## src/hdl/dce_pkg.sv

```systemverilog
// Function
// - each channel owns readable gain and zero registers
// - corrected code is input times gain plus zero
// - input, gain or zero write recorrects the channel
// - gain coefficient spans one half to one and half
// - zero offset spans minus 2048 to plus 2047
// - one shared datapath serves all eight channels
// - writing input, gain or zero sets channel busy
// - channel busy clears once result is stored
// - one correction takes about 500 ns
// - fixed priority, channel 0 first, 7 last
// - engine running: global busy set, pin low
// - engine disabled: global busy zero, pin released
// - host writes freely when global busy is clear
// - host writes a channel whose busy is clear
// - host may pace writes by 500 ns each
// - host waits for channel and higher priorities
// - enable bit turns correction on, resets to zero
// - disabled: input copied straight to data register
// - disabled: gain or zero writes start nothing
// - gain and zero read back as written
// - code is input times gain plus 2048, over 4096
// - gain resets to 2048, zero resets to zero
// - gain is unsigned binary, zero twos complement
package dce_pkg;
  localparam int CODE_W = 12;
  localparam int NCH = 8;
  localparam int CH_W = 3;
  localparam int ADDR_W = 5;
  localparam int HCLK_MHZ = 20;
  localparam int CORR_NS = 500;
  localparam int CORR_CYC = (CORR_NS * HCLK_MHZ) / 1000;
  localparam logic [4:0] CNT_LAST = 5'(CORR_CYC - 1);
  localparam logic [11:0] GAIN_RST = 12'h800;
  localparam logic [11:0] ZERO_RST = 12'h000;
  localparam logic [11:0] CODE_MAX = 12'hfff;
  localparam int GAIN_HALF = 2048;
  localparam int FRAC_SH = 12;
  // device register map: bits 4:3 select the kind, 2:0 the channel
  localparam logic [1:0] KIND_INPUT = 2'h0;
  localparam logic [1:0] KIND_GAIN = 2'h1;
  localparam logic [1:0] KIND_ZERO = 2'h2;
  localparam logic [1:0] KIND_MISC = 2'h3;
  localparam logic [2:0] MISC_CFG = 3'h0;
  localparam logic [2:0] MISC_BUSY = 3'h1;
  localparam int CFG_EN_BIT = 0;
  localparam int GBF_BIT = 8;
  // controller registers on AHB-Lite
  localparam logic [7:0] CTL_CMD = 8'h00;
  localparam logic [7:0] CTL_WDATA = 8'h04;
  localparam logic [7:0] CTL_RDATA = 8'h08;
  localparam logic [7:0] CTL_STAT = 8'h0c;
  localparam int CMD_GO_BIT = 31;
  localparam int CMD_RD_BIT = 30;
  localparam logic [1:0] HTRANS_NONSEQ = 2'h2;
  localparam logic [2:0] HSIZE_WORD = 3'h2;
endpackage

```

## src/hdl/dce_link_if.sv

```systemverilog
`timescale 1ns/1ns
`default_nettype none
interface dce_link_if;
  logic cs;
  logic wr;
  logic [4:0] addr;
  logic [11:0] wdata;
  logic [11:0] rdata;
  logic busy_n_o;
  logic busy_n_oe_n;
  modport dev (input cs, input wr, input addr, input wdata,
               output rdata, output busy_n_o, output busy_n_oe_n);
  modport host (output cs, output wr, output addr, output wdata,
                input rdata, input busy_n_o, input busy_n_oe_n);
endinterface
`default_nettype wire

```

## src/hdl/dce_math.sv

```systemverilog
`timescale 1ns/1ns
`default_nettype none
module dce_math
  import dce_pkg::*;
(
  input wire logic [11:0] in_code,
  input wire logic [11:0] gain,
  input wire logic [11:0] zero,
  output logic [11:0] result
);
  logic [12:0] coef;
  logic [24:0] prod;
  logic signed [14:0] sum;
  always_comb begin
    coef = 13'(gain) + 13'(GAIN_HALF);
    prod = 25'(in_code) * 25'(coef);
    sum = 15'(signed'({1'b0, prod[24:FRAC_SH]}))
          + 15'(signed'(zero));
    if (sum < 0) begin
      result = '0;
    end else if (sum > 15'(CODE_MAX)) begin
      result = CODE_MAX;
    end else begin
      result = sum[11:0];
    end
  end
endmodule // dce_math
`default_nettype wire

```

## src/hdl/dce_dev.sv

```systemverilog
`timescale 1ns/1ns
`default_nettype none
module dce_dev
  import dce_pkg::*;
(
  input wire logic hclk,
  input wire logic hresetn,
  input wire logic clk_en,
  dce_link_if.dev link,
  output logic [11:0] dac_data [NCH],
  output logic engine_run
);
  typedef enum logic [0:0] {IDLE = 1'b0, RUN = 1'b1} dce_st_type;
  dce_st_type st_r;
  logic [11:0] in_r [NCH];
  logic [11:0] gain_r [NCH];
  logic [11:0] zero_r [NCH];
  logic [NCH-1:0] bf_r;
  logic en_r;
  logic [2:0] ch_r;
  logic [4:0] cnt_r;
  logic [11:0] rdata_r;
  logic [11:0] res;
  logic [2:0] pick;
  logic wr_stb;
  logic [1:0] kind;
  logic [2:0] wch;
  logic done;

  function automatic logic [2:0] first_set(input logic [NCH-1:0] v);
    first_set = '0;
    for (int i = NCH - 1; i >= 0; i--) begin
      if (v[i]) begin
        first_set = 3'(i);
      end
    end
  endfunction

  assign wr_stb = link.cs && link.wr && clk_en;
  assign kind = link.addr[4:3];
  assign wch = link.addr[2:0];
  assign pick = first_set(bf_r);
  assign done = (st_r == RUN) && (cnt_r == CNT_LAST) && clk_en;

  // one shared datapath, muxed by the channel in service
  dce_math dce_math_inst (
    .in_code(in_r[ch_r]),
    .gain(gain_r[ch_r]),
    .zero(zero_r[ch_r]),
    .result(res)
  );

  always_ff @(posedge hclk or negedge hresetn) begin
    if (!hresetn) begin
      en_r <= 1'b0;
    end else if (wr_stb && kind == KIND_MISC && wch == MISC_CFG) begin
      en_r <= link.wdata[CFG_EN_BIT];
    end
  end

  generate
    for (genvar c = 0; c < NCH; c++) begin : g_ch
      always_ff @(posedge hclk or negedge hresetn) begin
        if (!hresetn) begin
          in_r[c] <= '0;
          gain_r[c] <= GAIN_RST;
          zero_r[c] <= ZERO_RST;
        end else if (wr_stb && wch == 3'(c)) begin
          if (kind == KIND_INPUT) begin
            in_r[c] <= link.wdata;
          end
          if (kind == KIND_GAIN) begin
            gain_r[c] <= link.wdata;
          end
          if (kind == KIND_ZERO) begin
            zero_r[c] <= link.wdata;
          end
        end
      end

      always_ff @(posedge hclk or negedge hresetn) begin
        if (!hresetn) begin
          bf_r[c] <= 1'b0;
        end else if (!en_r) begin
          bf_r[c] <= 1'b0;
        end else if (wr_stb && wch == 3'(c) && kind != KIND_MISC) begin
          bf_r[c] <= 1'b1;
        end else if (done && ch_r == 3'(c)) begin
          bf_r[c] <= 1'b0;
        end
      end

      always_ff @(posedge hclk or negedge hresetn) begin
        if (!hresetn) begin
          dac_data[c] <= '0;
        end else if (!en_r && wr_stb && wch == 3'(c)
                     && kind == KIND_INPUT) begin
          dac_data[c] <= link.wdata;
        end else if (done && ch_r == 3'(c)) begin
          dac_data[c] <= res;
        end
      end
    end
  endgenerate

  // a rewrite of the channel in service during its run is the host's
  // fault; the flag still clears at done and the result uses the new value, unless the write lands in the done cycle
  always_ff @(posedge hclk or negedge hresetn) begin
    if (!hresetn) begin
      st_r <= IDLE;
      ch_r <= '0;
      cnt_r <= '0;
    end else if (clk_en) begin
      unique case (st_r)
        IDLE: begin
          cnt_r <= '0;
          if (en_r && |bf_r) begin
            st_r <= RUN;
            ch_r <= pick;
          end
        end
        RUN: begin
          if (cnt_r == CNT_LAST) begin
            st_r <= IDLE;
            cnt_r <= '0;
          end else begin
            cnt_r <= cnt_r + 5'h01;
          end
        end
      endcase
    end
  end

  always_ff @(posedge hclk or negedge hresetn) begin
    if (!hresetn) begin
      engine_run <= 1'b0;
      link.busy_n_o <= 1'b1;
      link.busy_n_oe_n <= 1'b1;
    end else if (clk_en) begin
      engine_run <= en_r && (|bf_r || st_r == RUN);
      link.busy_n_o <= !(en_r && (|bf_r || st_r == RUN));
      link.busy_n_oe_n <= !en_r;
    end
  end

  always_ff @(posedge hclk or negedge hresetn) begin
    if (!hresetn) begin
      rdata_r <= '0;
    end else if (clk_en) begin
      unique case (kind)
        KIND_INPUT: rdata_r <= in_r[wch];
        KIND_GAIN: rdata_r <= gain_r[wch];
        KIND_ZERO: rdata_r <= zero_r[wch];
        KIND_MISC: begin
          if (wch == MISC_CFG) begin
            rdata_r <= {11'h000, en_r};
          end else if (wch == MISC_BUSY) begin
            // global flag forced to zero while disabled
            rdata_r <= {3'h0, en_r && (|bf_r || st_r == RUN), bf_r};
          end else begin
            rdata_r <= '0;
          end
        end
      endcase
    end
  end
  assign link.rdata = rdata_r;
endmodule // dce_dev
`default_nettype wire

```

## src/flat_wrapper.sv

```systemverilog
// flat-port wrapper written by rule: the top's interface ports become plain ports
module dce_dev_flat import dce_pkg::*;
  (hclk, hresetn, clk_en, dac_data, engine_run, link_cs, link_wr, link_addr, link_wdata, link_rdata, link_busy_n_o, link_busy_n_oe_n);
  dce_link_if link_i ();
  input wire logic hclk;
  input wire logic hresetn;
  input wire logic clk_en;
  output logic [11:0] dac_data[NCH];
  output logic engine_run;
  input wire logic [$bits(link_i.cs)-1:0] link_cs;
  input wire logic [$bits(link_i.wr)-1:0] link_wr;
  input wire logic [$bits(link_i.addr)-1:0] link_addr;
  input wire logic [$bits(link_i.wdata)-1:0] link_wdata;
  output wire logic [$bits(link_i.rdata)-1:0] link_rdata;
  output wire logic [$bits(link_i.busy_n_o)-1:0] link_busy_n_o;
  output wire logic [$bits(link_i.busy_n_oe_n)-1:0] link_busy_n_oe_n;
  assign link_i.cs = link_cs;
  assign link_i.wr = link_wr;
  assign link_i.addr = link_addr;
  assign link_i.wdata = link_wdata;
  assign link_rdata = link_i.rdata;
  assign link_busy_n_o = link_i.busy_n_o;
  assign link_busy_n_oe_n = link_i.busy_n_oe_n;
  dce_dev u_core (.hclk(hclk), .hresetn(hresetn), .clk_en(clk_en), .link(link_i), .dac_data(dac_data), .engine_run(engine_run));
endmodule
```

## config.mk

```make
export PLATFORM = sky130hd
export DESIGN_NAME = dce_dev_flat
export DESIGN_NICKNAME = d
export VERILOG_FILES = /design/src/hdl/dce_pkg.sv /design/src/hdl/dce_link_if.sv /design/src/hdl/dce_math.sv /design/src/hdl/dce_dev.sv /design/src/flat_wrapper.sv
export SDC_FILE = /design/constraint.sdc
export NUM_CORES = 1
export LEC_CHECK = 0
export BUFFER_PORTS_ARGS = -buffer_cell sky130_fd_sc_hd__buf_2
export CAP_MARGIN = 20
export CORE_MARGIN = 3
export CORE_UTILIZATION = 45
export DETAILED_ROUTE_END_ITERATION = 8
export GPL_TIMING_DRIVEN = 0
export PLACE_DENSITY_LB_ADDON = 0.15
export SYNTH_ARGS = -nofsm -noshare
export SYNTH_HDL_FRONTEND = slang
export SYNTH_SLANG_ARGS = --single-unit
```

## constraint.sdc

```tcl
create_clock -name hclk -period 9.8 [get_ports hclk]
set_input_delay 0.98 -clock hclk [delete_from_list [all_inputs] [get_ports hclk]]
set_output_delay 0.98 -clock hclk [all_outputs]
set_load 0.02 [all_outputs]
```

### Yosys cells after proc, flatten, opt, wreduce, memory -nomap -nowiden

Cells that the tools add are included.

* register bits: 417
* output and inout bits: 111
* word-level logic and storage cells: 251

* add/sub/neg operators: 3
* multipliers: 1
* $lt $le $gt $ge: 4
* equal/unequal tests: 27
* mux-type cells: 76
* bitwise operators: 3
* reduce and logical (&&, ||, !) cells: 89

Operators with widths (number)
* 2-to-1 mux 12 bit: 31
* binary-select mux 12 bit (select 3 bit): 6
* logical AND 1 bit: 49
* case mux 12 bit (4 select lines): 1
* AND reduction 2 bit: 24
* 2-to-1 mux 1 bit: 26
* multiplier 12 x 13 -> 25 bit: 1
* equality test 3 bit, second input constant: 8
* 2-to-1 mux 3 bit: 8
* != test 3 bit, second input constant: 8
* nonzero test 2 bit: 8
* adder 14 x 12 -> 15 bit: 1
* > comparator 15 x 12 -> 1 bit, second input constant: 1
* < comparator 15 x 1 -> 1 bit, second input constant: 1
* adder 12 x 12 -> 13 bit, second input constant: 1
* equality test 3 x 2 -> 1 bit, second input constant: 4
* case mux 5 bit (2 select lines): 1
* 2-to-1 mux 9 bit: 1
* greater-or-equal comparator 4 bit, second input constant: 2
* inverter 3 -> 4 bit: 2
* OR reduction 8 bit: 1
* equality test 3 x 1 -> 1 bit, second input constant: 2
* logical NOT 3 bit: 2
* adder 5 x 1 -> 5 bit, second input constant: 1
* 11 further kinds: 13

### Depth between registers and ports, before layout

* depth after elaboration: 12
* depth in mapped cells: 38
* depth with buffers taken out: 32

### Hierarchy

Synthesis repeated with hierarchy kept, for this count alone.

* cell total of the unflattened synthesis: 2337
* area, all modules: 26968.4 sq um

Modules (own cells, without submodules)
* dce_dev: times used 1, cells an instance 1668, area an instance 21416.8 sq um, sequential area each 10447.5 sq um
* dce_math: times used 1, cells an instance 669, area an instance 5551.6 sq um, sequential area each 0.0 sq um

### Worst setup path after synthesis

OpenSTA, ideal clock, no wires.

* path type: register -> register
* start point: reg u_core.ch_r[1]
* end point: reg u_core.dac_data[20] (netlist bit)
* library setup time: 139 ps
* data arrival time: 8724 ps
* required time: 9661 ps
* path slack: 937 ps
* cell stages (with the launch flop): 36
* buffers on the path: 5
* clock period less this slack: 8863 ps
* cells stage by stage: dfrtp_1 buf_2 buf_1 clkbuf_1 buf_1 mux4_2 nand2_1 nand2_1 clkbuf_1 nand2_1 fa_1 fa_1 fa_1 inv_1 fa_1 inv_1 fa_1 inv_1 ha_1 o21a_1 nor2_1 nor4b_1 a41oi_2 and2b_1 a21o_1 a21oi_1 xnor2_1 ha_1 o21a_1 a21boi_1 o21a_1 o21ai_0 nor4b_1 o21ai_1 a21oi_1 o21ai_0

* word-level cells in the longest chain between the ends: 12
* elaborated cells on any way between the ends: 22
* those cells by class: 2 x add/sub; 1 x mul; 2 x order compare; 1 x eq/ne; 13 x mux; 1 x bitwise; 2 x reduce/logical

RTL lines
* from (decl): RTL line dce_dev.sv:20 `logic [2:0] ch_r;`
* from (signal assigned): RTL line dce_dev.sv:119 `ch_r <= pick;`
* inverter 3 -> 4 bit (implied by the code): RTL line dce_dev.sv:47, dce_dev.sv:48, dce_dev.sv:49
* binary-select mux 12 bit (select 3 bit): RTL line dce_dev.sv:48 `.gain(gain_r[ch_r]),`
* 2-to-1 mux 12 bit (implied by the code) (2 in series): RTL line dce_dev.sv:48
* adder 12 x 12 -> 13 bit: RTL line dce_math.sv:15 `coef = 13'(gain) + 13'(GAIN_HALF);`
* multiplier 12 x 13 -> 25 bit: RTL line dce_math.sv:16 `prod = 25'(in_code) * 25'(coef);`
* adder 14 x 12 -> 15 bit: RTL line dce_math.sv:18 `+ 15'(signed'(zero));`
* > comparator 15 x 12 -> 1 bit: RTL line dce_math.sv:21 `end else if (sum > 15'(CODE_MAX)) begin`
* 2-to-1 mux 12 bit: RTL line dce_math.sv:21
* 2-to-1 mux 12 bit: RTL line dce_math.sv:19 `if (sum < 0) begin`
* 2-to-1 mux 12 bit: RTL line dce_dev.sv:99 `end else if (done && ch_r == 3'(c)) begin`
* 2-to-1 mux 12 bit: RTL line dce_dev.sv:96 `end else if (!en_r && wr_stb && wch == 3'(c)`
* to (signal, indexed assignment): RTL line dce_dev.sv:98 `dac_data[c] <= link.wdata;`
* to (signal, indexed assignment): RTL line dce_dev.sv:100 `dac_data[c] <= res;`
* to (decl): RTL line dce_dev.sv:10 `output logic [11:0] dac_data [NCH],`

Parallel ways exist; a longest one is shown, timed or not. The select of a mux whose other input is x is not followed.
A chain may end at the register's enable or synchronous reset.

### Worst setup path after layout

* start point: reg u_core.ch_r[1]
* end point: reg u_core.dac_data[28] (netlist bit)

The elaborated chain is that of the path after synthesis.

==> results.env <==
YS_SEQ_ELEMENTS=417
PLACEMENT.CELL_AREA_MM2=0.0277
HOLD_CLASS='reg -> reg'
TOTAL_POWER_mW=4.72
POST_ROUTE_CELLS_DRIVE_ABOVE_1_SHARE_PCT=31.4
MAX-CAP-VIOLATIONS=0
GLOBAL_ROUTE.USAGE.TOTAL_PCT=29.1
POWER_PER_CELL_AREA_mW_PER_MM2=158
FLOORPLAN.DIE.HEIGHT_UM=246
DETAILEDPLACEMENTHPWL_UM=65500
ENDPOINT_KIND='flip-flop'
SYNTH-SEQ-AREA-SHARE_PCT=40.3
HOLDWS_NS=0.488
POST_SYNTHESIS_INSTANCE_AREA_MM2=0.0259
CLOCK_INSERTION_DELAY_AT_THE_LATER_PIN_OF_THE_SKEW_REPORT_NS=0.59
CRIT_TYPE='reg -> reg'
TIMING.SLEW.HEADROOM_PCT=19.6
CP_COMMON_CELL='sky130_fd_sc_hd__fa_1'
INITIAL_CORE_UTILIZATION_PCT=45.7
SLEW_VIOLATIONS=0
CTS.SINKS=417
CRITICAL-PATH-MAX-STAGE-DELAY_NS=0.50
POST-PLACE-CELLS=3078
WORSTMARGINPINSLEW_NS=1.21
ROUTABILITYCONGESTION=0.921
CRITICAL_PATH.SLOWEST_CELL='sky130_fd_sc_hd__fa_1'
CTS_TREE='built'
GRT_ANTENNA_BEFORE_REPAIR=2
DIE-AREA_MM2=0.0605
SYNTH.DISTINCT_CELLS=63
TOTAL_CLOCK_BUFFERS_CREATED_BY_CTS=47
SYNTH_LARGEST_TYPE_AREA_FRACTION_PCT=39.3
POWER.IR.VDD_WORST_V=0.000138
CRITPATHBUFINV=9
ANTENNA_VIOLATING_NETS_POST_ROUTE=0
COUNT_OF_PLACED_STANDARD_CELLS_IN_THE_FINAL_LAYOUT_FILLERS_LEFT_OUT=3181
GRT_FIRST_PASS_WIRELENGTH_UM=130000
CRITICAL_PATH.MAX_FANOUT=11
WORST_CLOCK_SKEW_NS=0.0174
ASYNCSETRESETFLOPFRACSYNTH_PCT=100
CRITPATHREQUIREDTIME_NS=10.25
PORT-BUFFER-COUNT=127
CTSLONGESTPATHBUFFERS=3
CORE_AREA_MM2=0.0567
SETUP_VIOL=0
YS_TOP_CELLS_BY_COUNT='sky130_fd_sc_hd__dfrtp_1 (407), sky130_fd_sc_hd__mux2_2 (299), sky130_fd_sc_hd__nand2_1 (242)'
CLK_ROOT_BUFFER_CELL='sky130_fd_sc_hd__clkbuf_16'
POST-SYNTH-TOP-COUNT-CELL='sky130_fd_sc_hd__dfrtp_1'
TOTALNEGATIVESETUPSLACK_NS=0
FIRST_PASS_ITERS=6
H-TREE-DEPTH=2
NUMBER_OF_STANDARD_CELLS_AFTER_SYNTHESIS=2187
YOSYS_MOST_USED_DFF='sky130_fd_sc_hd__dfrtp_1'
WIDTH_OF_THE_CHIP_UM=246
ROWS=87
GRT_START_MAX_NET_PINS=122
LEAKAGE_POWER_nW=13.8
NUMBER_OF_ENABLE_FLIP_FLOP_CELLS_AFTER_SYNTHESIS=0
NUMBER_OF_TOP_LEVEL_PINS=133
DRC=0
FIRST_GLOBAL_VIAS=19900
MIN_PERIOD_NS=9.41
FINAL-HOLD-VIOLATION-COUNT=0
INITIALDRTVIOLATIONCOUNT=1986
START_KIND='flip-flop'
POST-ROUTE-CELL-AREA_MM2=0.0298
CRITICAL-PATH-TOP-DELAY-FAMILY='adder cells'
ROUTE.DETAILED.WL_PER_INST_UM=27.6
TIMING.FMAX_MHz=106
GR-TOTAL-OVERFLOW=0
ROUTED_WIRELENGTH_UM=87700
NUM-NETS-FINAL=2592
SYNTH_AREA_PER_CELL_UM2=11.9
RUN_STATUS='completed'
SYNTHESIS.YOSYS.WARNINGS=0
CRITICAL_PATH_ARRIVAL_NS=9.86
CLK_TRANSITION_REPORTED_PATHS_NS=0.06
SYN2LAYOUT_AREA_GROWTH_PCT=15.1
VIA_PER_INST=6.20
VIAS=19700
SYNTH.AREA.TOP_CELLS='sky130_fd_sc_hd__dfrtp_1 (39%), sky130_fd_sc_hd__mux2_2 (13%), sky130_fd_sc_hd__mux4_2 (13%)'
FINAL.PERIOD_UTILIZATION_PCT=96.0
SYNTH_TOP_AREA_CELL='sky130_fd_sc_hd__dfrtp_1'
## worst min-delay path: stages, from the launching register on
cell and delay (ns):
sky130_fd_sc_hd__dfstp_2 0.37, sky130_fd_sc_hd__inv_1 0.05, sky130_fd_sc_hd__mux2i_1 0.06
## power breakdown
group / switching, mW / total, mW / internal, mW / leakage [nW]
clock network: 0.750 / 1.82 / 1.07 / 0.791
registers: 0.0980 / 1.96 / 1.86 / 5.63
logic: 0.561 / 0.944 / 0.383 / 7.41
total: 1.41 / 4.72 / 3.31 / 13.8
## kinds of logic after synthesis
group,count (synthesis),share of synthesized area [%]
simple gates,437,7.18
flops,417,40.3
buf+inv,316,4.67
other cells,1,0.0145
compound gates,350,8.74
fa+ha+maj,184,12.1
xor+xnor,26,0.878
mux,456,26.1
## flip-flops by register name, indices dropped and copies added (netlist names)
register                 count
u_core.st_r                  1
u_core.en_r                  1
u_core.gain_r               96
u_core.ch_r                  3
u_core.link.busy_n_oe_n      1
u_core.dac_data             96
u_core.engine_run            1
u_core.bf_r                  8
u_core.link.rdata           12
u_core.cnt_r                 5
u_core.link.busy_n_o         1
u_core.in_r                 96
u_core.zero_r               96
## cell type report
class                   count  area [um2]
fillers                  4887       26900
multi-input cells        1455       14600
flip-flops and latches    417       10400
clock buffers              66        1390
repair buffers            153        1010
well taps                 756         946
plain buffers             150         681
inverters                 162         608
clock inverters            20         195
diodes                      2        5.00
## stage by stage
step	util, %	setup slack, ns
6_report	52.6	0.392
3_5_place_dp	48.8	-2.71
4_1_cts	52.2	0.0374
3_3_place_gp	48.5	-2.65
2_1_floorplan	-	0.937
5_1_grt	52.6	-0.00952
## metal layers
layer	GRT usage [%]	wire (um)
met4	10.4	3300
met2	44.8	40400
met5	0	13
met1	41.3	37400
met3	5.61	6660
## path summary, 6_finish.rpt
path	slack (ns)	start	cells past startpoint	to
max reg2reg	0.39	u_core.ch_r[1]$_DFFE_PN0P_	34	u_core.dac_data[28]$_DFFE_PN0P_
max	0.39	u_core.ch_r[1]$_DFFE_PN0P_	34	u_core.dac_data[28]$_DFFE_PN0P_
max in group asynchronous	7.75	hresetn	3	u_core.in_r[70]$_DFFE_PN0P_
min reg2reg	0.49	u_core.link.busy_n_oe_n$_DFFE_PN1P_	2	u_core.link.busy_n_oe_n$_DFFE_PN1P_
min	0.49	u_core.link.busy_n_oe_n$_DFFE_PN1P_	2	u_core.link.busy_n_oe_n$_DFFE_PN1P_
min in group asynchronous	0.51	hresetn	1	u_core.dac_data[15]$_DFFE_PN0P_
## repair_timing
action	4_1_cts	5_1_grt
hold buffers	0	0
cloned	0	0
buffers inserted	8	8
resized for setup	58	43
pin swaps	8	4
endpoints found under the setup margin	96	96
## cell usage in the layout, fill, tap and decap left out, types with 10 or more instances in the layout
cell                        Yosys  final
sky130_fd_sc_hd__o21ai_0      111    109
sky130_fd_sc_hd__a21oi_1       62     56
sky130_fd_sc_hd__xor2_1        11     11
sky130_fd_sc_hd__o21a_1        11     11
sky130_fd_sc_hd__a22oi_1       97     97
sky130_fd_sc_hd__inv_1        161    161
sky130_fd_sc_hd__clkbuf_8       0     12
sky130_fd_sc_hd__a221oi_1      23     23
sky130_fd_sc_hd__nor2_1        98     98
sky130_fd_sc_hd__clkbuf_1     124    121
sky130_fd_sc_hd__ha_1          74     74
sky130_fd_sc_hd__nor3_1        13     13
sky130_fd_sc_hd__nand2_1      242    233
sky130_fd_sc_hd__fa_1         110    110
sky130_fd_sc_hd__xnor2_1       15     13
sky130_fd_sc_hd__and2_1        18     18
sky130_fd_sc_hd__mux4_2       146    146
sky130_fd_sc_hd__buf_2         14    136
sky130_fd_sc_hd__dfrtp_1      407    407
sky130_fd_sc_hd__buf_4          0     10
sky130_fd_sc_hd__clkbuf_16      0     49
sky130_fd_sc_hd__clkinv_2       0     14
sky130_fd_sc_hd__dfstp_2       10     10
sky130_fd_sc_hd__mux2_2       299    299
(Power assumes the default switching activity.)
